`config.mk`:
```
export PLATFORM = sky130hd
export DESIGN_NAME = slp_line_protect
export DESIGN_NICKNAME = d
export VERILOG_FILES = /design/src/hw/slp_pkg.sv /design/src/hw/slp_line_protect.sv /design/src/hw/slp_wtr_timer.sv
export VERILOG_INCLUDE_DIRS = /design/src /design/src/hw
export SDC_FILE = /design/constraint.sdc
export NUM_CORES = 1
export LEC_CHECK = 0
export ABC_CLOCK_PERIOD_IN_PS = 3300
export BUFFER_PORTS_ARGS = -buffer_cell sky130_fd_sc_hd__buf_4
export CAP_MARGIN = 20
export CORE_MARGIN = 8
export CORE_UTILIZATION = 25
export DETAILED_ROUTE_END_ITERATION = 12
export HOLD_SLACK_MARGIN = 0.02
export PLACE_DENSITY = 0.53
export SYNTH_ARGS = -nofsm -noshare
export SYNTH_HDL_FRONTEND = slang
export SYNTH_SLANG_ARGS = --single-unit
```
`constraint.sdc`:
```
create_clock -name CLK_SYS_I -period 3.3 [get_ports CLK_SYS_I]
set_clock_uncertainty 0.15 [all_clocks]
set_input_delay 0.33 -clock CLK_SYS_I [delete_from_list [all_inputs] [get_ports CLK_SYS_I]]
set_output_delay 0.33 -clock CLK_SYS_I [all_outputs]
set_load 0.01 [all_outputs]
```
`src/hw/slp_regs.svh`:
```
// register map, field positions, reset values and timing counts of the line protection switch
`ifndef SLP_REGS_SVH
`define SLP_REGS_SVH

`define SLP_ADDR_CTRL       8'h00
`define SLP_ADDR_WTR        8'h04
`define SLP_ADDR_MANUAL     8'h08
`define SLP_ADDR_STATUS     8'h0c
`define SLP_ADDR_IRQ_STAT   8'h10
`define SLP_ADDR_IRQ_MASK   8'h14

`define SLP_CTRL_REV        2
`define SLP_CTRL_BIDIR      3
`define SLP_CTRL_PORT_LO    4
`define SLP_CTRL_CFG        7
`define SLP_CTRL_REAPPLY    8

`define SLP_ST_PROT_ACT     0
`define SLP_ST_WTR_RUN      1
`define SLP_ST_WORK_SF      2
`define SLP_ST_WORK_SD      3
`define SLP_ST_PROT_ALM     4
`define SLP_ST_MAN_ACT      5
`define SLP_ST_PART_CARD    6
`define SLP_ST_PART_PORT    8

`define SLP_IRQ_SWITCH      0
`define SLP_IRQ_REJECT      1
`define SLP_IRQ_REFUSED     2
`define SLP_IRQ_WTR_DONE    3
`define SLP_IRQ_W           4

`define SLP_WTR_RST         16'h012c
`define SLP_CLK_PERIOD_NS   40
`define SLP_WTR_UNIT_NS     1000000
`define SLP_WTR_UNIT_CYCLES (`SLP_WTR_UNIT_NS / `SLP_CLK_PERIOD_NS)

`endif

```
`src/hw/slp_pkg.sv`:
```
// types shared by the line protection switch
`default_nettype none
package slp_pkg;
    typedef enum logic [1:0] {
        SLP_SCH_1P1  = 2'h0,
        SLP_SCH_1T1  = 2'h1,
        SLP_SCH_ANXB = 2'h2,
        SLP_SCH_RSVD = 2'h3
    } slp_scheme_t;
    typedef enum logic [1:0] {
        SLP_MAN_CLEAR = 2'h0,
        SLP_MAN_WORK  = 2'h1,
        SLP_MAN_PROT  = 2'h2,
        SLP_MAN_RSVD  = 2'h3
    } slp_manual_t;
    typedef enum logic [2:0] {
        SLP_ST_WORK = 3'b001,
        SLP_ST_PROT = 3'b010,
        SLP_ST_WTR  = 3'b100
    } slp_state_t;
endpackage
`default_nettype wire

```
`src/hw/slp_line_protect.sv`:
```
// protection switch controller for a working/protection line pair
// Notes on behaviour
// - working fail or degrade selects healthy protection
// - revertive mode returns after wait-to-restore
// - automatic return only while working line is clear
// - configure defaults revertive on 1:1 only
// - exactly one line active at once
// - idle pair keeps working line active
// - annex B is bidirectional, nonrevertive, rejects others
// - annex B refuses manual switch requests
// - manual request forces chosen line otherwise
// - last manual request kept for reapplying
// - 1+1 partner: same port, adjacent card
// - 1:1 partner: adjacent line, same card
// - ends coordinate through in-band request bits
// - newly configured pair starts on working line
// - 1+1 transmit bridges payload onto both lines
// - receive forwards only the selected line
`timescale 1ns/1ps
`default_nettype none
`include "slp_regs.svh"
module slp_line_protect
    import slp_pkg::*;
#(
    parameter int unsigned WTR_UNIT_CYCLES = `SLP_WTR_UNIT_CYCLES
) (
    input  wire logic        CLK_SYS_I,
    input  wire logic        RST_I,
    input  wire logic        WB_CYC_I,
    input  wire logic        WB_STB_I,
    input  wire logic        WB_WE_I,
    input  wire logic [7:0]  WB_ADR_I,
    input  wire logic [3:0]  WB_SEL_I,
    input  wire logic [31:0] WB_DAT_I,
    output logic      [31:0] WB_DAT_O,
    output logic             WB_ACK_O,
    output logic             IRQ_O,
    input  wire logic        WORK_LOS_I,
    input  wire logic        WORK_LOF_I,
    input  wire logic        WORK_AIS_I,
    input  wire logic        WORK_BER_SF_I,
    input  wire logic        WORK_BER_SD_I,
    input  wire logic        PROT_LOS_I,
    input  wire logic        PROT_LOF_I,
    input  wire logic        PROT_AIS_I,
    input  wire logic        PROT_BER_SF_I,
    input  wire logic        PROT_BER_SD_I,
    input  wire logic [1:0]  RX_APS_REQ_I,
    output logic      [1:0]  TX_APS_REQ_O,
    input  wire logic [7:0]  RX_WORK_DATA_I,
    input  wire logic        RX_WORK_VALID_I,
    input  wire logic [7:0]  RX_PROT_DATA_I,
    input  wire logic        RX_PROT_VALID_I,
    output logic      [7:0]  RX_DATA_O,
    output logic             RX_VALID_O,
    input  wire logic [7:0]  TX_DATA_I,
    input  wire logic        TX_VALID_I,
    output logic      [7:0]  TX_WORK_DATA_O,
    output logic             TX_WORK_VALID_O,
    output logic      [7:0]  TX_PROT_DATA_O,
    output logic             TX_PROT_VALID_O,
    output logic             WORK_ACTIVE_O,
    output logic             PROT_ACTIVE_O
);

    function automatic logic [31:0] wb_merge(input logic [31:0] old_v, input logic [31:0] new_v,
                                             input logic [3:0] sel);
        logic [31:0] res;
        res = old_v;
        for (int b = 0; b < 4; b++) begin
            if (sel[b]) begin
                res[b*8 +: 8] = new_v[b*8 +: 8];
            end
        end
        return res;
    endfunction

    ////////////////////////////////////////////////////////////////////////////
    slp_scheme_t           scheme_reg, scheme_next;
    slp_manual_t           manual_reg, manual_next;
    logic                  rev_reg, rev_next;
    logic                  bidir_reg, bidir_next;
    logic [2:0]            port_reg, port_next;
    logic [15:0]           wtr_reg, wtr_next;
    logic                  man_act_reg, man_act_next;
    logic [`SLP_IRQ_W-1:0] irq_reg, irq_next;
    logic [`SLP_IRQ_W-1:0] mask_reg, mask_next;
    logic                  ack_reg, ack_next;
    logic [31:0]           dat_reg, dat_next;
    slp_state_t            state_reg, state_next;
    logic                  cfg_pulse, ev_reject, ev_refused, ev_switch;
    logic                  tmr_start, tmr_cancel, tmr_run, tmr_exp;
    logic                  take, wr, man_wr;
    logic [31:0]           ctrl_rd, status_rd, m;
    logic                  work_sf, work_sd, work_fail, prot_alarm, far_prot, forced, released;
    logic [2:0]            part_port;
    logic                  part_card;

    assign work_sf    = WORK_LOS_I | WORK_LOF_I | WORK_AIS_I | WORK_BER_SF_I;
    assign work_sd    = WORK_BER_SD_I;
    assign work_fail  = work_sf | work_sd;
    assign prot_alarm = PROT_LOS_I | PROT_LOF_I | PROT_AIS_I | PROT_BER_SF_I | PROT_BER_SD_I;
    // far end asks for protection; only honoured in bidirectional mode
    assign far_prot   = bidir_reg & RX_APS_REQ_I[0];
    assign forced     = man_act_reg & (scheme_reg != SLP_SCH_ANXB) & (manual_reg != SLP_MAN_CLEAR);
    // a cleared request hands the pair back to automatic control once
    assign released   = man_act_reg & (scheme_reg != SLP_SCH_ANXB) & (manual_reg == SLP_MAN_CLEAR);

    // partner line location
    assign part_card = (scheme_reg != SLP_SCH_1T1);
    assign part_port = (scheme_reg == SLP_SCH_1T1) ? 3'(port_reg + 3'h1) : port_reg;

    assign take   = WB_CYC_I & WB_STB_I & ~ack_reg;
    assign wr     = take & WB_WE_I;
    assign man_wr = wr & (WB_ADR_I == `SLP_ADDR_MANUAL);

    assign ctrl_rd = {24'h000000, 1'b0, port_reg, bidir_reg, rev_reg, scheme_reg};
    always_comb begin
        status_rd = 32'h00000000;
        status_rd[`SLP_ST_PROT_ACT]  = (state_reg != SLP_ST_WORK);
        status_rd[`SLP_ST_WTR_RUN]   = tmr_run;
        status_rd[`SLP_ST_WORK_SF]   = work_sf;
        status_rd[`SLP_ST_WORK_SD]   = work_sd;
        status_rd[`SLP_ST_PROT_ALM]  = prot_alarm;
        status_rd[`SLP_ST_MAN_ACT]   = man_act_reg;
        status_rd[`SLP_ST_PART_CARD] = part_card;
        status_rd[`SLP_ST_PART_PORT +: 3] = part_port;
    end

    ////////////////////////////////////////////////////////////////////////////
    // register file and wishbone slave
    always_comb begin
        scheme_next  = scheme_reg;
        manual_next  = manual_reg;
        rev_next     = rev_reg;
        bidir_next   = bidir_reg;
        port_next    = port_reg;
        wtr_next     = wtr_reg;
        man_act_next = man_act_reg;
        mask_next    = mask_reg;
        dat_next     = dat_reg;
        ack_next     = take;
        cfg_pulse    = 1'b0;
        ev_reject    = 1'b0;
        ev_refused   = 1'b0;
        m            = 32'h00000000;
        if (released) begin
            man_act_next = 1'b0;
        end
        if (take && !WB_WE_I) begin
            unique case (WB_ADR_I)
                `SLP_ADDR_CTRL:     dat_next = ctrl_rd;
                `SLP_ADDR_WTR:      dat_next = {16'h0000, wtr_reg};
                `SLP_ADDR_MANUAL:   dat_next = {30'h00000000, manual_reg};
                `SLP_ADDR_STATUS:   dat_next = status_rd;
                `SLP_ADDR_IRQ_STAT: dat_next = {28'h0000000, irq_reg};
                `SLP_ADDR_IRQ_MASK: dat_next = {28'h0000000, mask_reg};
                default:            dat_next = 32'h00000000;
            endcase
        end
        if (wr && WB_ADR_I == `SLP_ADDR_CTRL) begin
            m = wb_merge(ctrl_rd, WB_DAT_I, WB_SEL_I);
            if (m[`SLP_CTRL_CFG]) begin
                if (slp_scheme_t'(m[1:0]) == SLP_SCH_RSVD) begin
                    ev_reject = 1'b1;
                end else begin
                    cfg_pulse    = 1'b1;
                    scheme_next  = slp_scheme_t'(m[1:0]);
                    rev_next     = (slp_scheme_t'(m[1:0]) == SLP_SCH_1T1);
                    bidir_next   = (slp_scheme_t'(m[1:0]) == SLP_SCH_ANXB) | m[`SLP_CTRL_BIDIR];
                    port_next    = m[`SLP_CTRL_PORT_LO +: 3];
                    man_act_next = 1'b0;
                end
            end else if (scheme_reg == SLP_SCH_ANXB && (m[`SLP_CTRL_REV] || !m[`SLP_CTRL_BIDIR])) begin
                ev_reject = 1'b1;
            end else begin
                rev_next   = m[`SLP_CTRL_REV];
                bidir_next = m[`SLP_CTRL_BIDIR];
                port_next  = m[`SLP_CTRL_PORT_LO +: 3];
            end
            // stored request is put back in force after a rebuild
            if (m[`SLP_CTRL_REAPPLY] && !m[`SLP_CTRL_CFG]) begin
                if (scheme_reg == SLP_SCH_ANXB) begin
                    ev_refused = 1'b1;
                end else begin
                    man_act_next = 1'b1;
                end
            end
        end
        if (wr && WB_ADR_I == `SLP_ADDR_WTR) begin
            m        = wb_merge({16'h0000, wtr_reg}, WB_DAT_I, WB_SEL_I);
            wtr_next = m[15:0];
        end
        if (man_wr) begin
            m = wb_merge({30'h00000000, manual_reg}, WB_DAT_I, WB_SEL_I);
            if (scheme_reg == SLP_SCH_ANXB) begin
                ev_refused = 1'b1;
            end else if (slp_manual_t'(m[1:0]) == SLP_MAN_RSVD) begin
                ev_reject = 1'b1;
            end else begin
                manual_next  = slp_manual_t'(m[1:0]);
                man_act_next = 1'b1;
            end
        end
        if (wr && WB_ADR_I == `SLP_ADDR_IRQ_MASK) begin
            m         = wb_merge({28'h0000000, mask_reg}, WB_DAT_I, WB_SEL_I);
            mask_next = m[`SLP_IRQ_W-1:0];
        end
    end

    // write-one-to-clear; an event in the clearing cycle wins
    always_comb begin
        irq_next = irq_reg;
        if (wr && WB_ADR_I == `SLP_ADDR_IRQ_STAT) begin
            irq_next = irq_reg & ~(WB_DAT_I[`SLP_IRQ_W-1:0] & {`SLP_IRQ_W{WB_SEL_I[0]}});
        end
        irq_next[`SLP_IRQ_SWITCH]   = irq_next[`SLP_IRQ_SWITCH] | ev_switch;
        irq_next[`SLP_IRQ_REJECT]   = irq_next[`SLP_IRQ_REJECT] | ev_reject;
        irq_next[`SLP_IRQ_REFUSED]  = irq_next[`SLP_IRQ_REFUSED] | ev_refused;
        irq_next[`SLP_IRQ_WTR_DONE] = irq_next[`SLP_IRQ_WTR_DONE] | tmr_exp;
    end

    always_ff @(posedge CLK_SYS_I or posedge RST_I) begin
        if (RST_I) begin
            scheme_reg  <= SLP_SCH_1P1;
            manual_reg  <= SLP_MAN_CLEAR;
            rev_reg     <= 1'b0;
            bidir_reg   <= 1'b0;
            port_reg    <= 3'h0;
            wtr_reg     <= `SLP_WTR_RST;
            man_act_reg <= 1'b0;
            irq_reg     <= '0;
            mask_reg    <= '0;
            ack_reg     <= 1'b0;
            dat_reg     <= 32'h00000000;
        end else begin
            scheme_reg  <= scheme_next;
            manual_reg  <= manual_next;
            rev_reg     <= rev_next;
            bidir_reg   <= bidir_next;
            port_reg    <= port_next;
            wtr_reg     <= wtr_next;
            man_act_reg <= man_act_next;
            irq_reg     <= irq_next;
            mask_reg    <= mask_next;
            ack_reg     <= ack_next;
            dat_reg     <= dat_next;
        end
    end

    assign WB_ACK_O = ack_reg;
    assign WB_DAT_O = dat_reg;
    assign IRQ_O    = |(irq_reg & mask_reg);

    ////////////////////////////////////////////////////////////////////////////
    // line selection
    always_comb begin
        state_next = state_reg;
        tmr_start  = 1'b0;
        tmr_cancel = 1'b0;
        if (cfg_pulse) begin
            state_next = SLP_ST_WORK;
            tmr_cancel = 1'b1;
        end else if (forced) begin
            // forcing overrides alarms; the operator owns the outcome
            state_next = (manual_reg == SLP_MAN_PROT) ? SLP_ST_PROT : SLP_ST_WORK;
            tmr_cancel = 1'b1;
        end else if (released && !work_fail && !far_prot) begin
            state_next = SLP_ST_WORK;
            tmr_cancel = 1'b1;
        end else begin
            unique case (state_reg)
                SLP_ST_WORK: begin
                    if ((work_fail || far_prot) && !prot_alarm) begin
                        state_next = SLP_ST_PROT;
                    end
                end
                SLP_ST_PROT: begin
                    if (rev_reg && !work_fail && !far_prot) begin
                        state_next = SLP_ST_WTR;
                        tmr_start  = 1'b1;
                    end else if (!rev_reg && prot_alarm && !work_fail) begin
                        state_next = SLP_ST_WORK;
                    end
                end
                SLP_ST_WTR: begin
                    if (work_fail || far_prot) begin
                        state_next = SLP_ST_PROT;
                        tmr_cancel = 1'b1;
                    end else if (prot_alarm || tmr_exp) begin
                        state_next = SLP_ST_WORK;
                        tmr_cancel = 1'b1;
                    end else if (!rev_reg) begin
                        state_next = SLP_ST_PROT;
                        tmr_cancel = 1'b1;
                    end
                end
                default: state_next = SLP_ST_WORK;
            endcase
        end
    end

    assign ev_switch = (state_next == SLP_ST_WORK) != (state_reg == SLP_ST_WORK);

    always_ff @(posedge CLK_SYS_I or posedge RST_I) begin
        if (RST_I) begin
            state_reg <= SLP_ST_WORK;
        end else begin
            state_reg <= state_next;
        end
    end

    assign WORK_ACTIVE_O = (state_reg == SLP_ST_WORK);
    assign PROT_ACTIVE_O = (state_reg != SLP_ST_WORK);

    slp_wtr_timer #(
        .UNIT_CYCLES (WTR_UNIT_CYCLES)
    ) u_wtr (
        .clk_i     (CLK_SYS_I),
        .rst_i     (RST_I),
        .start_i   (tmr_start),
        .cancel_i  (tmr_cancel),
        .period_i  (wtr_reg),
        .running_o (tmr_run),
        .expired_o (tmr_exp)
    );

    ////////////////////////////////////////////////////////////////////////////
    // bridge and selector
    always_ff @(posedge CLK_SYS_I or posedge RST_I) begin
        if (RST_I) begin
            RX_DATA_O       <= 8'h00;
            RX_VALID_O      <= 1'b0;
            TX_WORK_DATA_O  <= 8'h00;
            TX_WORK_VALID_O <= 1'b0;
            TX_PROT_DATA_O  <= 8'h00;
            TX_PROT_VALID_O <= 1'b0;
            TX_APS_REQ_O    <= 2'h0;
        end else begin
            RX_DATA_O       <= PROT_ACTIVE_O ? RX_PROT_DATA_I : RX_WORK_DATA_I;
            RX_VALID_O      <= PROT_ACTIVE_O ? RX_PROT_VALID_I : RX_WORK_VALID_I;
            TX_WORK_DATA_O  <= TX_DATA_I;
            TX_PROT_DATA_O  <= TX_DATA_I;
            // 1:1 only carries traffic on the active line
            TX_WORK_VALID_O <= TX_VALID_I & ((scheme_reg != SLP_SCH_1T1) | WORK_ACTIVE_O);
            TX_PROT_VALID_O <= TX_VALID_I & ((scheme_reg != SLP_SCH_1T1) | PROT_ACTIVE_O);
            TX_APS_REQ_O    <= {work_fail, PROT_ACTIVE_O};
        end
    end
endmodule
`default_nettype wire

```
`src/hw/slp_wtr_timer.sv`:
```
// wait-to-restore timer counting in units of a prescaled tick
`timescale 1ns/1ps
`default_nettype none
`include "slp_regs.svh"
module slp_wtr_timer #(
    parameter int unsigned UNIT_CYCLES = `SLP_WTR_UNIT_CYCLES
) (
    input  wire logic        clk_i,
    input  wire logic        rst_i,
    input  wire logic        start_i,
    input  wire logic        cancel_i,
    input  wire logic [15:0] period_i,
    output logic             running_o,
    output logic             expired_o
);
    logic [15:0] pre_reg, pre_next;
    logic [15:0] cnt_reg, cnt_next;
    logic        run_reg, run_next;
    logic        exp_reg, exp_next;

    always_comb begin
        pre_next = pre_reg;
        cnt_next = cnt_reg;
        run_next = run_reg;
        exp_next = 1'b0;
        // cancel beats start so a renewed fail never leaves a stale wait
        if (cancel_i) begin
            run_next = 1'b0;
        end else if (start_i) begin
            run_next = 1'b1;
            cnt_next = period_i;
            pre_next = 16'h0000;
        end else if (run_reg) begin
            if (pre_reg == 16'(UNIT_CYCLES - 1)) begin
                pre_next = 16'h0000;
                if (cnt_reg <= 16'h0001) begin
                    run_next = 1'b0;
                    exp_next = 1'b1;
                end else begin
                    cnt_next = cnt_reg - 16'h0001;
                end
            end else begin
                pre_next = pre_reg + 16'h0001;
            end
        end
    end

    always_ff @(posedge clk_i or posedge rst_i) begin
        if (rst_i) begin
            pre_reg <= 16'h0000;
            cnt_reg <= 16'h0000;
            run_reg <= 1'b0;
            exp_reg <= 1'b0;
        end else begin
            pre_reg <= pre_next;
            cnt_reg <= cnt_next;
            run_reg <= run_next;
            exp_reg <= exp_next;
        end
    end

    assign running_o = run_reg;
    assign expired_o = exp_reg;
endmodule
`default_nettype wire

```
After elaboration in Yosys (flattened, before gate mapping)
Cells that the tools add are included.
W data, S select, Z words.
{"block": "op_classes", "addsub": 3, "magnitude_cmp": 1, "n_eq_ne": 24, "mux": 84, "bitwise_logic": 34, "reduce_logical": 38}
{"operator": "$mux W16", "n": 7}
{"operator": "$pmux W16 S6", "n": 1}
{"operator": "$mux W1", "n": 55}
{"operator": "$mux W3", "n": 13}
{"operator": "$mux W8", "n": 3}
{"operator": "$add A16 B1 Y16 const B", "n": 1}
{"operator": "$eq A16 B15 Y1 const B", "n": 1}
{"operator": "$eq A8 B4 Y1 const B", "n": 2}
{"operator": "$eq A8 B5 Y1 const B", "n": 2}
{"operator": "$le A16 B1 Y1 const B", "n": 1}
{"operator": "$sub A16 B1 Y16 const B", "n": 1}
{"operator": "$or A1 B1 Y1", "n": 15}
{"operator": "$logic_and A1 B1 Y1", "n": 14}
{"operator": "$and A4 B4 Y4", "n": 3}
{"operator": "$and A1 B1 Y1", "n": 10}
{"operator": "$eq A2 B2 Y1 const B", "n": 5}
{"operator": "$pmux W3 S3", "n": 1}
{"operator": "$reduce_and A3 Y1", "n": 3}
{"operator": "$eq A8 B3 Y1 const B", "n": 1}
{"operator": "$logic_not A8 Y1", "n": 1}
{"operator": "$reduce_and A2 Y1", "n": 4}
{"operator": "$logic_not A1 Y1", "n": 7}
{"operator": "$eq A3 B1 Y1 const B", "n": 2}
{"operator": "$mux W2", "n": 3}
{"operator": "other kinds (16)", "n": 28}
{"block": "totals", "register_bits": 125, "in_bits": 88, "output_inout_bits": 65}

Depth between registers and ports, before layout
Gate-level depths: netlist of run 1.
{"block": "logic_depth", "word_depth": 15, "mapped_depth": 9, "ltp_nobuf": 8}

Hierarchy
A second synthesis of run 1 with hierarchy kept.
{"block": "hier_totals", "hier_cells": 561, "area_unflattened_um2": 5718.0}
{"module": "slp_line_protect", "instances": 1, "cells_each": 339, "area_per_inst_um2": 3732.3, "seq_area_each_um2": 1883.1}
{"module": "slp_wtr_timer", "instances": 1, "cells_each": 222, "area_per_inst_um2": 1985.7, "seq_area_each_um2": 850.8}

Worst setup path before layout of run 1
OpenSTA, ideal clock, no wires.
{"block": "synth_path", "path_type": "input port to flip-flop", "from": "input PROT_LOF_I", "to": "register u_wtr.pre_reg[15]", "t_arrival_ns": 2.078, "required_time_ns": 3.073, "path_slack_ns": 0.994, "stages": 6, "path_cell_list": "or4_4 nor3_4 a21boi_2 or3_4 or4_1 a21oi_1"}
{"block": "synth_via", "elab_chain_cells": 13}
{"element": "from (decl)", "line": "slp_line_protect.sv:44", "source": "input wire logic PROT_LOF_I,"}
{"element": "$or A1 B1 Y1 (4 in a row)", "line": "slp_line_protect.sv:102", "source": "assign prot_alarm = PROT_LOS_I | PROT_LOF_I | PROT_AIS_I | PROT_BER_SF_I | PROT_BER_SD_I;"}
{"element": "$logic_or A1 B1 Y1", "line": "slp_line_protect.sv:290", "source": "end else if (prot_alarm || tmr_exp) begin"}
{"element": "$mux W1", "line": "slp_line_protect.sv:290"}
{"element": "$mux W1", "line": "slp_line_protect.sv:287", "source": "if (work_fail || far_prot) begin"}
{"element": "$mux W1", "line": "slp_line_protect.sv:272", "source": "unique case (state_reg)"}
{"element": "$mux W1", "line": "slp_line_protect.sv:268", "source": "end else if (released && !work_fail && !far_prot) begin"}
{"element": "$mux W1", "line": "slp_line_protect.sv:264", "source": "end else if (forced) begin"}
{"element": "$mux W1", "line": "slp_line_protect.sv:261", "source": "if (cfg_pulse) begin"}
{"element": "$not A1 Y1 (no source line)"}
{"element": "$reduce_and A2 Y1 (no source line)"}
{"element": "to (signal assigned)", "line": "slp_wtr_timer.sv:55", "source": "pre_reg <= pre_next;"}
{"element": "to (decl)", "line": "slp_wtr_timer.sv:16", "source": "logic [15:0] pre_reg, pre_next;"}
No other way between the ends.
A chain may end at the register's enable or synchronous reset.

Worst setup path after layout of run 1
{"block": "layout_path", "from": "register u_wtr.pre_reg[0]", "to": "register u_wtr.cnt_reg[1]"}
{"block": "layout_via", "elab_chain_cells": 3}
{"element": "$eq A16 B15 Y1", "line": "slp_wtr_timer.sv:34", "source": "if (pre_reg == 16'(UNIT_CYCLES - 1)) begin"}
{"element": "$reduce_bool A2 Y1 (no source line)"}
{"element": "$reduce_and A4 Y1 (no source line)"}
{"element": "to (signal assigned)", "line": "slp_wtr_timer.sv:56", "source": "cnt_reg <= cnt_next;"}
{"element": "to (decl)", "line": "slp_wtr_timer.sv:17", "source": "logic [15:0] cnt_reg, cnt_next;"}
No other way between the ends.

==> results of run 1 <==
-- what timing repair did --
| item | in CTS | in global routing |
|---|---|---|
| buffers inserted | 0 | 0 |
| hold endpoints to repair | 32 | 0 |
| resized for setup | 0 | 0 |
| hold buffers | 27 | 0 |
-- worst min path at each step --
| stage | endpoint | slack [ps] | depth (start not counted) |
|---|---|---|---|
| global route | wtr_reg[9] | 30 | 2 |
| finish | wtr_reg[9] | 50 | 2 |
| detailed placement | u_wtr.pre_reg[2] | 280 | 2 |
| floorplan | TX_PROT_DATA_O[0] | 210 | 0 |
| global placement | u_wtr.pre_reg[2] | 280 | 2 |
| CTS | wtr_reg[9] | 40 | 2 |
-- worst max-delay path, cell delays in order (launching register included) --
cell                       delay [ps]
sky130_fd_sc_hd__dfrtp_1          410
sky130_fd_sc_hd__ha_1             230
sky130_fd_sc_hd__nor4bb_1         220
sky130_fd_sc_hd__and4b_1          360
sky130_fd_sc_hd__a22oi_1          130
sky130_fd_sc_hd__or3_1            560
sky130_fd_sc_hd__a21oi_4          360
sky130_fd_sc_hd__mux2i_1          210
-- Yosys cell counts (all sizes together), types with 17 or more instances --
| cell type | instances | area, sq um |
|---|---|---|
| nor3 | 21 | 116.4 |
| nor2 | 38 | 142.6 |
| inv | 19 | 71.32 |
| nand2 | 86 | 322.8 |
| dfrtp | 104 | 2603 |
| o21ai | 40 | 204.0 |
| nor4 | 19 | 140.1 |
| buf | 32 | 226.5 |
| a21oi | 18 | 101.4 |
| clkbuf | 24 | 90.09 |
| nand3 | 17 | 85.08 |
| mux2 | 28 | 315.3 |
-- logic make-up after synthesis --
| family | after synthesis | synth area share |
|---|---|---|
| muxes | 44 | 0.08243 |
| DFF | 109 | 0.4618 |
| buffers and inverters | 75 | 0.06553 |
| AOI/OAI and AO/OA | 124 | 0.1420 |
| adders and majority gates | 4 | 0.008455 |
| and+or+nand+nor | 244 | 0.2198 |
| other | 1 | 0.0006335 |
| xor gates and xnor gates | 13 | 0.01923 |
-- final cells by class --
cell class              instances  share of cell area
inverters                      19            0.009802
well taps                     319             0.05212
flip-flops and latches        109              0.3570
clock buffers                  11             0.03169
multi-input cells             445              0.3733
clock inverters                 5            0.007188
repair buffers                160              0.1689
-- per-stage QoR --
stage / cells / util
6_report: 1068 / 0.3282
3_3_place_gp: 1025 / 0.3039
5_1_grt: 1068 / 0.3282
2_1_floorplan: 629 / -
4_1_cts: 1068 / 0.3282
3_5_place_dp: 1025 / 0.3039
-- routing by layer --
metal | part of all wire | track usage
met1 | 0.45 | 0.1612
met4 | 0.019 | 0.04002
met2 | 0.47 | 0.1917
met3 | 0.059 | 0.03452
met5 | 0 | 0
-- power groups by stage --
stage / clock, mW / combinational (mW) / sequential, mW
floorplan: 0 / 0.204 / 1.47
global placement: 0 / 0.447 / 1.44
detailed placement: 0 / 0.447 / 1.44
CTS: 1.14 / 0.516 / 1.42
global route: 1.19 / 0.566 / 1.42
finish: 1.10 / 0.508 / 1.42
==> out/results.env, run 1 <==
OUTCOME='complete, no violations'
GLOBALROUTEOVERFLOWTOTAL=0
POSTLAYOUTCELLAREA_SQ_UM=7659
NETLIST_AREA_SQ_UM=5919
LARGEST_NET_DEGREE_AT_THE_START_OF_GLOBAL_ROUTING=38
UNREPAIRED_SETUP_ENDPOINTS_AFTER_GLOBAL_ROUTING='false'
TOTAL_LEAKAGE_POWER_nW=3.451
CP_MAX_FO=10
CTSLONGESTPATHBUFFERS=2
REPORT.POWER.TOTAL_mW=3.020
FINAL-SETUP-VIOL-COUNT=0
SYNTH_SEQ_CELLS=109
CP-ENDPOINT='u_wtr.cnt_reg[1]'
CTS-BUFFERS-INSERTED=9
FILLCELLCOUNT=2397
FRACTION_OF_FINAL_LAYOUT_CELLS_SIZED_BEYOND_DRIVE_STRENGTH_1=0.2644
AREA_ENCLOSED_BY_THE_DIE_BOUNDARY_SQ_UM=28860
SYNTHCELLS=614
DRT_FIRST_ITER_VIOLATIONS=336
PLACE_HPWL_MICRONS=12920
WORST_HOLD_SLACK_PS=50.51
WORSTSETUPENDPOINTTYPE='flip-flop'
YOSYS.CELL_TYPES.COUNT=71
MOST-COMMON-LAYOUT-CELLS='131 x sky130_fd_sc_hd__buf_4, 104 x sky130_fd_sc_hd__dfrtp_1, 86 x sky130_fd_sc_hd__nand2_1'
TRITONCTS='yes'
P_INT_mW=2.200
POST_SYNTHESIS_TO_FINAL_LAYOUT_AREA_GROWTH_PCT=29.38
FINAL_ANTENNA_NET_COUNT=0
P_SW_FRAC=0.2716
FLOORPLAN.DIE.WIDTH_MICRONS=169.9
MIN_PATH_TYPE='in -> reg'
ANTENNA-DIODE-COUNT=0
HTREEDEPTH=3
SETUP.WORST_PATH.CLASS='reg -> reg'
INITIAL_UTILIZATION=0.2537
WORST-ENDPOINT-REQUIRED_PS=3440
FLOORPLAN.ROWS=56
TIMING.CRITICAL_PATH.FROM_TYPE='flip-flop'
MAX_SLEW.WORST_PIN.SLEW_PS=841.7
SYNTH_EDF_COUNT=0
SYNTH-WARNING-COUNT=0
FF_LATCH_AREA_SQ_UM=2734
MULTI_INPUT_AREA_SQ_UM=2859
GRT_ANTENNA_BEFORE_REPAIR=0
IR_DROP_WORST_VDD_uV=240.6
DOMINANTREGCELLSYNTH='sky130_fd_sc_hd__dfrtp_1'
POWER.DENSITY_nW_PER_UM2=394.3
PLACER_CONGESTION_ESTIMATE=0.8274
YS_SEQ_AREA_FRAC=0.4618
PLACEDINSTANCEAREA_SQ_UM=7091
CLOCK_POWER_SHARE=0.363
WORST_SLEW_MARGIN_REL=0.4368
LAYOUT.NETS=836
FINAL_CRITICAL_PATH_SETUP_SLACK_PS=588.7
NUMCLOCKSINKS=109
POST_DRT_WL_PER_CELL_MICRONS=16.20
ROUTED_WIRELENGTH_MICRONS=17300
SWITCHING_POWER_mW=0.8201
DP_WORST_SETUP_SLACK_PS=379.6
HOLD_PATH_STARTPOINT='WB_DAT_I[9]'
DRCVIOLATIONCOUNT=0
CLK_SLEW_ON_WORST_S_H_PATHS_PS=80
MAX-CAP-VIOLATIONS=0
CTS-ROOT-BUF='sky130_fd_sc_hd__clkbuf_16'
WIRE_LENGTH_OF_THE_FIRST_GLOBAL_ROUTING_PASS_MICRONS=28170
BUFFERS_ON_PORTS=117
COMBPWRFRAC=0.168
COREAREA_SQ_UM=23330
NUM_VIAS=4973
DRT-VIAS-PER-INSTANCE=4.656
PIN_COUNT=153
FINALCRITPERIODSHARE=0.8216
TIMING.CRITICAL_PATH.FROM='u_wtr.pre_reg[0]'
GRT_USAGE=0.1228
INSERTION_DELAY_PS=360
CRITICAL_R2R_LAUNCH='u_wtr.pre_reg[0]'
TOTALNEGATIVESETUPSLACK_PS=0
TIMING.FINAL.MAX_SLEW_VIOLATIONS=0
REGTOREGSETUPSLACK_PS=590
LAYOUT.CELLS.MOST_COMMON='sky130_fd_sc_hd__buf_4'
SEQ_POWER_SHARE=0.469
DIE_HEIGHT_MICRONS=169.9
SYNTH_AREA_PER_CELL_SQ_UM=9.641
RR_ENDPOINT='u_wtr.cnt_reg[1]'
FMAXACHIEVABLE_MHz=368.8
WORSTREGTOREGCELLS=7
GRT_PASS1_VIAS=5057
WORST_EP_ARRIVAL_TIME_PS=2860
DETAILEDROUTE.FIRSTPASSITERATIONCOUNT=4
HOLD_VIOL_FINAL=0
TIMING.FINAL.CRIT_PERIOD_PS=2711
POSTSYNTH.ASYNCRESETSHARE=1.000
(Power assumes the default switching activity.)
==> run 2, diff against run 1 <==
--- a/config.mk
+++ b/config.mk
@@ -6,7 +6,8 @@
 export SDC_FILE = /design/constraint.sdc
 export NUM_CORES = 1
 export LEC_CHECK = 0
-export ABC_CLOCK_PERIOD_IN_PS = 3300
+export ABC_AREA = 1
+export ABC_CLOCK_PERIOD_IN_PS = 2250
 export BUFFER_PORTS_ARGS = -buffer_cell sky130_fd_sc_hd__buf_4
 export CAP_MARGIN = 20
 export CORE_MARGIN = 8
==> constraint.sdc (replaced) <==
create_clock -name CLK_SYS_I -period 2.25 [get_ports CLK_SYS_I]
set_clock_uncertainty 0.15 [all_clocks]
set_input_delay 0.225 -clock CLK_SYS_I [delete_from_list [all_inputs] [get_ports CLK_SYS_I]]
set_output_delay 0.225 -clock CLK_SYS_I [all_outputs]
set_load 0.01 [all_outputs]
==> run 2 against run 1 <==
Effect of this change: via count increased by 13%; first-iteration DRC count increased by 33%; hold slack got worse by 19 ps; non-clock buffer count increased by 32; design area increased by 6.6%; synthesized cell count increased by 30%; final cell count increased by 22%; register-to-register slack got worse by 410 ps; combinational power increased by 130%; sequential power increased by 57%; die area increased by 2.7%; sequential share of layout area decreased by 2.2 points; critical endpoint is now u_wtr.cnt_reg[9]; largest cell class unchanged.
==> out/results.env, run 2 <==
OUTCOME='complete, no violations'  # unchanged
CRITICAL_R2R_LAUNCH='u_wtr.cnt_reg[0]'  # was u_wtr.pre_reg[0]
YOSYS.CELL_TYPES.COUNT=44  # was 71
SYNTH_EDF_COUNT=0  # unchanged
TIMING.CRITICAL_PATH.FROM='WB_STB_I'  # was u_wtr.pre_reg[0]
POST-SYNTH-TOP-AREA-CELL='sky130_fd_sc_hd__dfrtp_1'  # unchanged
DRCVIOLATIONCOUNT=0  # unchanged
FINAL-SETUP-VIOL-COUNT=0  # unchanged
WORSTREGTOREGCELLS=9  # was 7
FMAXACHIEVABLE_MHz=477.3
SYNTH_AREA_PER_CELL_SQ_UM=7.645  # was 9.641 sq um
SEQ_POWER_SHARE=0.450  # was 0.469
CTS-BUFFERS-INSERTED=9  # unchanged
ROUTED_WIRELENGTH_MICRONS=17300  # about the same
ANTENNA-DIODE-COUNT=0  # unchanged
SYNTHTOPCELLSBYCOUNT='225 x sky130_fd_sc_hd__nand2_1, 104 x sky130_fd_sc_hd__dfrtp_1, 96 x sky130_fd_sc_hd__inv_1, 73 x sky130_fd_sc_hd__o21ai_0, 66 x sky130_fd_sc_hd__nand3_1'  # was 104 x sky130_fd_sc_hd__dfrtp_1, 86 x sky130_fd_sc_hd__nand2_1, 39 x sky130_fd_sc_hd__o21ai_0, 38 x sky130_fd_sc_hd__nor2_1, 28 x sky130_fd_sc_hd__mux2_2
TOTAL_LEAKAGE_POWER_nW=4.069  # was 3.451 nW
FINALCRITPERIODSHARE=0.9311
PIN_COUNT=153  # unchanged
MOST-COMMON-LAYOUT-CELLS='224 x sky130_fd_sc_hd__nand2_1, 145 x sky130_fd_sc_hd__buf_4, 104 x sky130_fd_sc_hd__dfrtp_1'  # was 131 x sky130_fd_sc_hd__buf_4, 104 x sky130_fd_sc_hd__dfrtp_1, 86 x sky130_fd_sc_hd__nand2_1
SYNTH-WARNING-COUNT=0  # unchanged
RR_ENDPOINT='u_wtr.expired_o'  # was u_wtr.cnt_reg[1]
AREA_ENCLOSED_BY_THE_DIE_BOUNDARY_SQ_UM=29630  # was 28860 sq um
FINAL_ANTENNA_NET_COUNT=0  # unchanged
CTS-ROOT-BUF='sky130_fd_sc_hd__clkbuf_16'  # unchanged
GLOBALROUTEOVERFLOWTOTAL=0  # unchanged
HTREEDEPTH=3  # unchanged
DRT_FIRST_ITER_VIOLATIONS=448  # was 336
SETUP.WORST_PATH.CLASS='in -> reg'  # was reg -> reg
LAYOUT.NETS=1063  # was 836
NUM_VIAS=5612  # was 4973
SYNTH_TOP_CELLS_BY_AREA='sky130_fd_sc_hd__dfrtp_1 43%, sky130_fd_sc_hd__nand2_1 14%, sky130_fd_sc_hd__o21ai_0 6.0%, sky130_fd_sc_hd__inv_1 5.9%, sky130_fd_sc_hd__nand3_1 5.4%'  # was sky130_fd_sc_hd__dfrtp_1 44%, sky130_fd_sc_hd__nand2_1 5.5%, sky130_fd_sc_hd__mux2_2 5.3%, sky130_fd_sc_hd__o21ai_0 3.3%, sky130_fd_sc_hd__buf_4 3.2%
FINAL_CRITICAL_PATH_SETUP_SLACK_PS=155.1  # was 588.7 ps
WORST_HOLD_SLACK_PS=31.06  # was 50.51 ps
CLK_SLEW_ON_WORST_S_H_PATHS_PS=80  # about the same
POST_DRT_WL_PER_CELL_MICRONS=13.31  # was 16.20 microns
CTSLONGESTPATHBUFFERS=2  # unchanged
WORSTSETUPPATHDEPTH=15  # was 7
CLOCK_POWER_SHARE=0.317  # was 0.363
MAX_SLEW.WORST_PIN.SLEW_PS=619.3  # was 841.7 ps
TIMING.CRITICAL_PATH.FROM_TYPE='input pin'  # was flip-flop
WORST-ENDPOINT-REQUIRED_PS=2400  # was 3440 ps
HOLD_VIOL_FINAL=0  # unchanged
SYNTHCELLS=797  # was 614
YS_SEQ_AREA_FRAC=0.4487  # was 0.4618
NETLIST_AREA_SQ_UM=6093  # was 5919 sq um
CP-ENDPOINT='u_wtr.cnt_reg[9]'  # was u_wtr.cnt_reg[1]
PLACE_HPWL_MICRONS=13010  # was 12920 microns
TIMING.CRITICAL_PATH.MODE_CELL='sky130_fd_sc_hd__nand2_2'
DOMINANTREGCELLSYNTH='sky130_fd_sc_hd__dfrtp_1'  # unchanged
TOTALNEGATIVESETUPSLACK_PS=0  # unchanged
GRT_ANTENNA_BEFORE_REPAIR=0  # unchanged
POST_SYNTHESIS_TO_FINAL_LAYOUT_AREA_GROWTH_PCT=33.96  # was 29.38%
DP_WORST_SETUP_SLACK_PS=78.92  # was 379.6 ps
POSTSYNTH.ASYNCRESETSHARE=1.000  # unchanged
REGTOREGSETUPSLACK_PS=180  # was 590 ps
NUMCLOCKSINKS=109  # unchanged
LARGEST_NET_DEGREE_AT_THE_START_OF_GLOBAL_ROUTING=110  # was 38
SWITCHING_POWER_mW=1.492  # was 0.8201 mW
INITIAL_UTILIZATION=0.2528  # was 0.2537
BUFFERS_ON_PORTS=117  # unchanged
PLACER_CONGESTION_ESTIMATE=0.8404  # was 0.8274
WORST_SLEW_MARGIN_REL=0.5859  # was 0.4368
P_INT_mW=3.478  # was 2.200 mW
CP_TOP_FAMILY='buffers and inverters'  # was simple AND/OR/NAND/NOR gates
SYNTH_TOP_AREA_FRAC=0.4271  # was 0.4397
POST-SYNTH-TOP-COUNT-CELL='sky130_fd_sc_hd__nand2_1'  # was sky130_fd_sc_hd__dfrtp_1
LAYOUT.CELLS.MOST_COMMON='sky130_fd_sc_hd__nand2_1'  # was sky130_fd_sc_hd__buf_4
MIN_PATH_TYPE='in -> reg'  # unchanged
COMBPWRFRAC=0.233  # was 0.168
FRACTION_OF_FINAL_LAYOUT_CELLS_SIZED_BEYOND_DRIVE_STRENGTH_1=0.2100  # was 0.2644
GRT_PASS1_VIAS=5535  # was 5057
IR_DROP_WORST_VDD_uV=404.2  # was 240.6 uV
COREAREA_SQ_UM=24110  # was 23330 sq um
GRT_USAGE=0.1204  # was 0.1228
POWER.DENSITY_nW_PER_UM2=608.9  # was 394.3 nW/um^2
P_SW_FRAC=0.3002  # was 0.2716
FLOORPLAN.DIE.WIDTH_MICRONS=172.1  # was 169.9 microns
WORST_EP_ARRIVAL_TIME_PS=2240  # was 2860 ps
PATH_CELLS='dlygate4sd3_1 > buf_4 > nand2_1 > nor2_2 > nand2_2 > inv_1 > nand2_2 > nor2_4 > nor2_4 > nand2_2 > a21oi_4 > buf_12 > buf_4 > nand3_1 > nand2_1'  # was ha_1 > nor4bb_1 > and4b_1 > a22oi_1 > or3_1 > a21oi_4 > mux2i_1
WORSTSETUPENDPOINTTYPE='flip-flop'  # unchanged
TIMING.CRITICAL_PATH.SLOWEST_CELL_DELAY_PS=530  # was 560 ps
DIE_HEIGHT_MICRONS=172.1  # was 169.9 microns
CPMAXSTAGEDELAYCELL='sky130_fd_sc_hd__dlygate4sd3_1'  # was sky130_fd_sc_hd__or3_1
MAX-CAP-VIOLATIONS=0  # unchanged
DRT-VIAS-PER-INSTANCE=4.317  # was 4.656
FLOORPLAN.ROWS=57  # was 56
WIRE_LENGTH_OF_THE_FIRST_GLOBAL_ROUTING_PASS_MICRONS=28660  # was 28170 microns
DETAILEDROUTE.FIRSTPASSITERATIONCOUNT=7  # was 4
TRITONCTS='yes'  # unchanged
SYNTH_SEQ_CELLS=109  # unchanged
CP_MAX_FO=8  # was 10
TIMING.FINAL.CRIT_PERIOD_PS=2095
INSERTION_DELAY_PS=360  # about the same
CRITICAL_PATH.N_BUFFERS_INVERTERS=5  # was 0
FILLCELLCOUNT=2595  # was 2397
TIMING.FINAL.MAX_SLEW_VIOLATIONS=0  # unchanged
==> run 2: cell types whose count changed after synthesis, sizes merged, moves of 8 or more <==
cell,change
nor4,-17
nand4,+9
nand3,+51
xnor2,-8
clkbuf,-19
nor2,+20
mux2,-20
nand2,+144
mux2i,-15
inv,+80
a22o,-9
o21ai,+37
xor2,+15
==> run 2: metal layers <==
layer,GRT usage,part of all wire,vias to the layer above
met1,0.1662,0.49,2580
li1,-,-,2876
met5,0,0,-
met2,0.1867,0.43,144
met4,0.02811,0.0093,0
met3,0.02968,0.072,12
==> run 2: timing repair <==
item                       4_1_cts  5_1_grt
buffers inserted                 0        5
hold endpoints to repair       139        0
hold buffers                    43        0
resized for setup                0        7
setup endpoints to repair        0       33
==> run 2: power groups by stage <==
stage / combinational [mW] / sequential [mW] / clock, mW
3_3_place_gp: 1.02 / 2.27 / 0
6_report: 1.16 / 2.23 / 1.58
5_1_grt: 1.33 / 2.26 / 1.70
3_5_place_dp: 1.02 / 2.27 / 0
2_1_floorplan: 0.545 / 2.30 / 0
4_1_cts: 1.16 / 2.24 / 1.63
==> run 2: through the flow <==
stage / power (mW) / util / instances / cell area, sq um
floorplan: 2.845 / - / 812 / 6153
global placement: 3.287 / 0.3054 / 1236 / 7362
detailed placement: 3.284 / 0.3054 / 1236 / 7362
CTS: 5.033 / 0.3352 / 1295 / 8080
global route: 5.289 / 0.3386 / 1300 / 8163
finish: 4.970 / 0.3386 / 1300 / 8163
==> run 2: cell type report <==
class	instances	area, sq um	share of cell area
Clock inverter	5	45.04	0.005518
Inverter	99	375.4	0.04598
Sequential cell	109	2734	0.3349
Clock buffer	11	242.7	0.02974
Multi-Input combinational cell	560	2779	0.3404
Tap cell	324	405.4	0.04966
Timing Repair Buffer	192	1582	0.1937
==> run 2: worst register-to-register path, cell delays in order, from the launching register on <==
cell	delay, ps
sky130_fd_sc_hd__dfrtp_1	400
sky130_fd_sc_hd__inv_1	120
sky130_fd_sc_hd__ha_1	230
sky130_fd_sc_hd__nand2_1	150
sky130_fd_sc_hd__nand2_1	110
sky130_fd_sc_hd__nand3_1	60
sky130_fd_sc_hd__nor4_1	350
sky130_fd_sc_hd__buf_4	200
sky130_fd_sc_hd__nand3_1	60
sky130_fd_sc_hd__nor3_1	160
==> run 2: worst min path at each step <==
stage	startpoint	depth (start not counted)	end
after floorplan	TX_DATA_I[0]	0	TX_PROT_DATA_O[0]
after global placement	TX_DATA_I[4]	1	TX_PROT_DATA_O[4]
after detailed placement	TX_DATA_I[0]	1	TX_PROT_DATA_O[0]
after CTS	WB_DAT_I[2]	3	wtr_reg[2]
after global routing	WB_DAT_I[2]	3	wtr_reg[2]
final	WB_DAT_I[2]	3	wtr_reg[2]
==> run 2: logic make-up (layout without fill, tap and decap cells) <==
family | count (synthesis) | count (layout) | share of synthesized area
fa+ha+maj | 4 | 4 | 0.008214
compound gates | 116 | 116 | 0.1060
mux | 8 | 8 | 0.01478
flops | 109 | 109 | 0.4487
other cells | 1 | 16 | 0.0006154
simple gates | 396 | 396 | 0.2844
xor+xnor | 20 | 20 | 0.02875
buf+inv | 143 | 307 | 0.1086
==> run 3, diff against run 2 <==
--- a/config.mk
+++ b/config.mk
@@ -13,6 +13,7 @@
 export CORE_MARGIN = 8
 export CORE_UTILIZATION = 25
 export DETAILED_ROUTE_END_ITERATION = 12
+export GPL_TIMING_DRIVEN = 0
 export HOLD_SLACK_MARGIN = 0.02
 export PLACE_DENSITY = 0.53
 export SYNTH_ARGS = -nofsm -noshare
==> run 3 against run 2 <==
Effect of this change: final cell count up 1.3%; critical path depth down 5; sequential power about the same; core utilization up 0.72 points; non-clock buffer count up 17; sequential share of layout area down 0.68 points; setup slack worse by 0.96 ps; clock-buffer cell count down 1; power up 4.2%.
==> out/results.env, run 3 (same netlist as run 2, synthesis figures left out) <==
CTS-ROOT-BUF='sky130_fd_sc_hd__clkbuf_16'  # unchanged
MAX-CAP-VIOLATIONS=0  # unchanged
PLACE_HPWL_MICRONS=14070  # was 13010 microns
DRT-VIAS-PER-INSTANCE=4.396  # was 4.317
SWITCHING_POWER_mW=1.497  # was 1.492 mW
INSERTION_DELAY_PS=360  # about the same
MOST-COMMON-LAYOUT-CELLS='223 x sky130_fd_sc_hd__nand2_1, 151 x sky130_fd_sc_hd__buf_4, 103 x sky130_fd_sc_hd__dfrtp_1'  # was 224 x sky130_fd_sc_hd__nand2_1, 145 x sky130_fd_sc_hd__buf_4, 104 x sky130_fd_sc_hd__dfrtp_1
DRCVIOLATIONCOUNT=0  # unchanged
COREAREA_SQ_UM=24110  # unchanged
MIN_PATH_TYPE='in -> reg'  # unchanged
DIE_HEIGHT_MICRONS=172.1  # unchanged
TIMING.CRITICAL_PATH.MODE_CELL='sky130_fd_sc_hd__nand2_1'  # was sky130_fd_sc_hd__nand2_2
LAYOUT.CELLS.NON_FILLER=1317  # was 1300
WIRE_LENGTH_OF_THE_FIRST_GLOBAL_ROUTING_PASS_MICRONS=29730  # was 28660 microns
FINAL_CRITICAL_PATH_SETUP_SLACK_PS=154.1  # was 155.1 ps
OUTCOME='complete, no violations'  # unchanged
TIMING.CRITICAL_PATH.SLOWEST_CELL_DELAY_PS=380  # was 530 ps
NUMCLOCKSINKS=109  # unchanged
HOLD-PATH-CELL-COUNT=3  # unchanged
LAYOUT.CELLS.MOST_COMMON='sky130_fd_sc_hd__nand2_1'  # unchanged
UNREPAIRED_SETUP_ENDPOINTS_AFTER_GLOBAL_ROUTING='false'
DRT_FIRST_ITER_VIOLATIONS=448  # unchanged
PLACER_CONGESTION_ESTIMATE=0.8865  # was 0.8404
FLOORPLAN.DIE.WIDTH_MICRONS=172.1  # unchanged
COMBPWRFRAC=0.235  # was 0.233
SEQ_POWER_SHARE=0.432  # was 0.450
BUFFERS_ON_PORTS=117  # unchanged
FINALCRITPERIODSHARE=0.9315  # was 0.9311
POWER.DENSITY_nW_PER_UM2=621.4  # was 608.9 nW/um^2
SETUP.WORST_PATH.CLASS='reg -> reg'  # was in -> reg
PATH_CELLS='inv_1 > ha_1 > nand2_2 > nor2_1 > o21a_1 > o21ai_4 > nand2_4 > buf_6 > nand2_1 > nand2_1'  # was dlygate4sd3_1 > buf_4 > nand2_1 > nor2_2 > nand2_2 > inv_1 > nand2_2 > nor2_4 > nor2_4 > nand2_2 > a21oi_4 > buf_12 > buf_4 > nand3_1 > nand2_1
FINAL-SETUP-VIOL-COUNT=0  # unchanged
HTREEDEPTH=3  # unchanged
DETAILEDROUTE.FIRSTPASSITERATIONCOUNT=5  # was 7
IR_DROP_WORST_VDD_uV=417.4  # was 404.2 uV
DP.CELLS=1256  # was 1236
TIMING.CRITICAL_PATH.FROM_TYPE='flip-flop'  # was input pin
GRT_ANTENNA_BEFORE_REPAIR=0  # unchanged
P_INT_mW=3.683  # was 3.478 mW
AREA_ENCLOSED_BY_THE_DIE_BOUNDARY_SQ_UM=29630  # unchanged
POST_SYNTHESIS_TO_FINAL_LAYOUT_AREA_GROWTH_PCT=36.82  # was 33.96%
LAYOUT.NETS=1081  # was 1063
PIN_COUNT=153  # unchanged
GRT_PASS1_VIAS=5679  # was 5535
FILLCELLCOUNT=2592  # was 2595
CLK_SLEW_ON_WORST_S_H_PATHS_PS=70  # was 80 ps
NUM_VIAS=5789  # was 5612
WORST_EP_ARRIVAL_TIME_PS=2200  # was 2240 ps
WORST-ENDPOINT-REQUIRED_PS=2350  # was 2400 ps
GRT_USAGE=0.1258  # was 0.1204
DP_WORST_SETUP_SLACK_PS=-85.20  # was 78.92 ps
FLOORPLAN.ROWS=57  # unchanged
WORSTREGTOREGCELLS=10  # was 9
TIMING.FINAL.CRIT_PERIOD_PS=2096  # was 2095 ps
REPORT.POWER.TOTAL_mW=5.180  # was 4.970 mW
INITIAL_UTILIZATION=0.2528  # unchanged
CPMAXSTAGEDELAYCELL='sky130_fd_sc_hd__dfrtp_1'  # was sky130_fd_sc_hd__dlygate4sd3_1
HOLD_VIOL_FINAL=0  # unchanged
TOTAL_LEAKAGE_POWER_nW=4.199  # was 4.069 nW
CLOCK_POWER_SHARE=0.332  # was 0.317
ANTENNA-DIODE-COUNT=0  # unchanged
CTS-BUFFERS-INSERTED=9  # unchanged
LARGEST_NET_DEGREE_AT_THE_START_OF_GLOBAL_ROUTING=39  # was 110
WORST_SLEW_MARGIN_REL=0.5295  # was 0.5859
FMAXACHIEVABLE_MHz=477.1  # was 477.3 MHz
CTSLONGESTPATHBUFFERS=2  # unchanged
MAX_SLEW.WORST_PIN.SLEW_PS=702.0  # was 619.3 ps
CP_MAX_FO=10  # was 8
WORSTSETUPENDPOINTTYPE='flip-flop'  # unchanged
GLOBALROUTEOVERFLOWTOTAL=0  # unchanged
POST_DRT_WL_PER_CELL_MICRONS=13.93  # was 13.31 microns
ROUTED_WIRELENGTH_MICRONS=18350  # was 17300 microns
FRACTION_OF_FINAL_LAYOUT_CELLS_SIZED_BEYOND_DRIVE_STRENGTH_1=0.2266  # was 0.2100
P_SW_FRAC=0.2890  # was 0.3002
TRITONCTS='yes'  # unchanged
FINAL_ANTENNA_NET_COUNT=0  # unchanged
TIMING.FINAL.MAX_SLEW_VIOLATIONS=0  # unchanged
-- run 3: power by group through the flow --
stage | registers, mW | clock network (mW) | logic, mW
finish | 2.24 | 1.72 | 1.22
floorplan | 2.30 | 0 | 0.545
detailed placement | 2.27 | 0 | 1.05
global placement | 2.27 | 0 | 1.03
global route | 2.27 | 1.86 | 1.39
CTS | 2.24 | 1.78 | 1.19
-- run 3: layer usage --
metal | wire length, microns | GRT usage | vias to the layer above
met5 | 0 | 0 | -
met4 | 136 | 0.02249 | 0
met3 | 1493 | 0.03904 | 11
met2 | 8099 | 0.1996 | 166
met1 | 8615 | 0.1676 | 2700
li1 | - | - | 2912
-- run 3: final timing paths --
| check | endpoint | slack (ps) | start |
|---|---|---|---|
| setup / recovery | u_wtr.cnt_reg[2] | 150 | u_wtr.cnt_reg[0] |
| hold / removal | wtr_reg[2] | 30 | WB_DAT_I[2] |
| setup reg to reg | u_wtr.cnt_reg[2] | 150 | u_wtr.cnt_reg[0] |
| hold reg to reg | WB_DAT_O[11] | 340 | WB_DAT_O[11] |
| max in group asynchronous | state_reg[0] | 920 | RST_I |
| min in group asynchronous | TX_PROT_DATA_O[4] | 230 | RST_I |
-- run 3: critical path: cells and delay by family (launching register included) --
kind                     cells  cell delay (ps)
AO/OA/AOI/OAI                2              490
adder cells (fa/ha/maj)      1              260
buffers and inverters        2              250
flip-flops                   1              380
AND/OR/NAND/NOR              5              460
-- run 3: layout make-up --
| class | instances | area (sq um) | area share |
|---|---|---|---|
| multi-input cells | 560 | 2798 | 0.3356 |
| flip-flops and latches | 109 | 2735 | 0.3281 |
| repair buffers | 166 | 1399 | 0.1678 |
| well taps | 324 | 405.4 | 0.04863 |
| inverters | 99 | 379.1 | 0.04548 |
| plain buffers | 43 | 302.8 | 0.03632 |
| clock buffers | 10 | 229.0 | 0.02747 |
| clock inverters | 5 | 83.83 | 0.01006 |
| repair inverters | 1 | 5.005 | 0.0006003 |
-- run 3: stage by stage --
| stage | util | setup TNS, ps | instance area [sq um] | hold WS [ps] |
|---|---|---|---|---|
| 6_report | 0.3458 | 0 | 8337 | 29.67 |
| 5_1_grt | 0.3458 | 0 | 8337 | 40.62 |
| 4_1_cts | 0.3412 | 0 | 8224 | 20.05 |
| 3_5_place_dp | 0.3110 | -1373 | 7497 | 54.85 |
| 3_3_place_gp | 0.3085 | -33450 | 7437 | 184.6 |
| 2_1_floorplan | - | 0 | 6153 | 106.4 |
-- run 3: timing repair --
item | in CTS | in global routing
endpoints found under the setup margin | 15 | 42
pin swaps | 0 | 3
hold endpoints to repair | 99 | 0
gates cloned | 0 | 1
resized for setup | 1 | 21
setup buffers | 0 | 5
hold buffers | 41 | 0
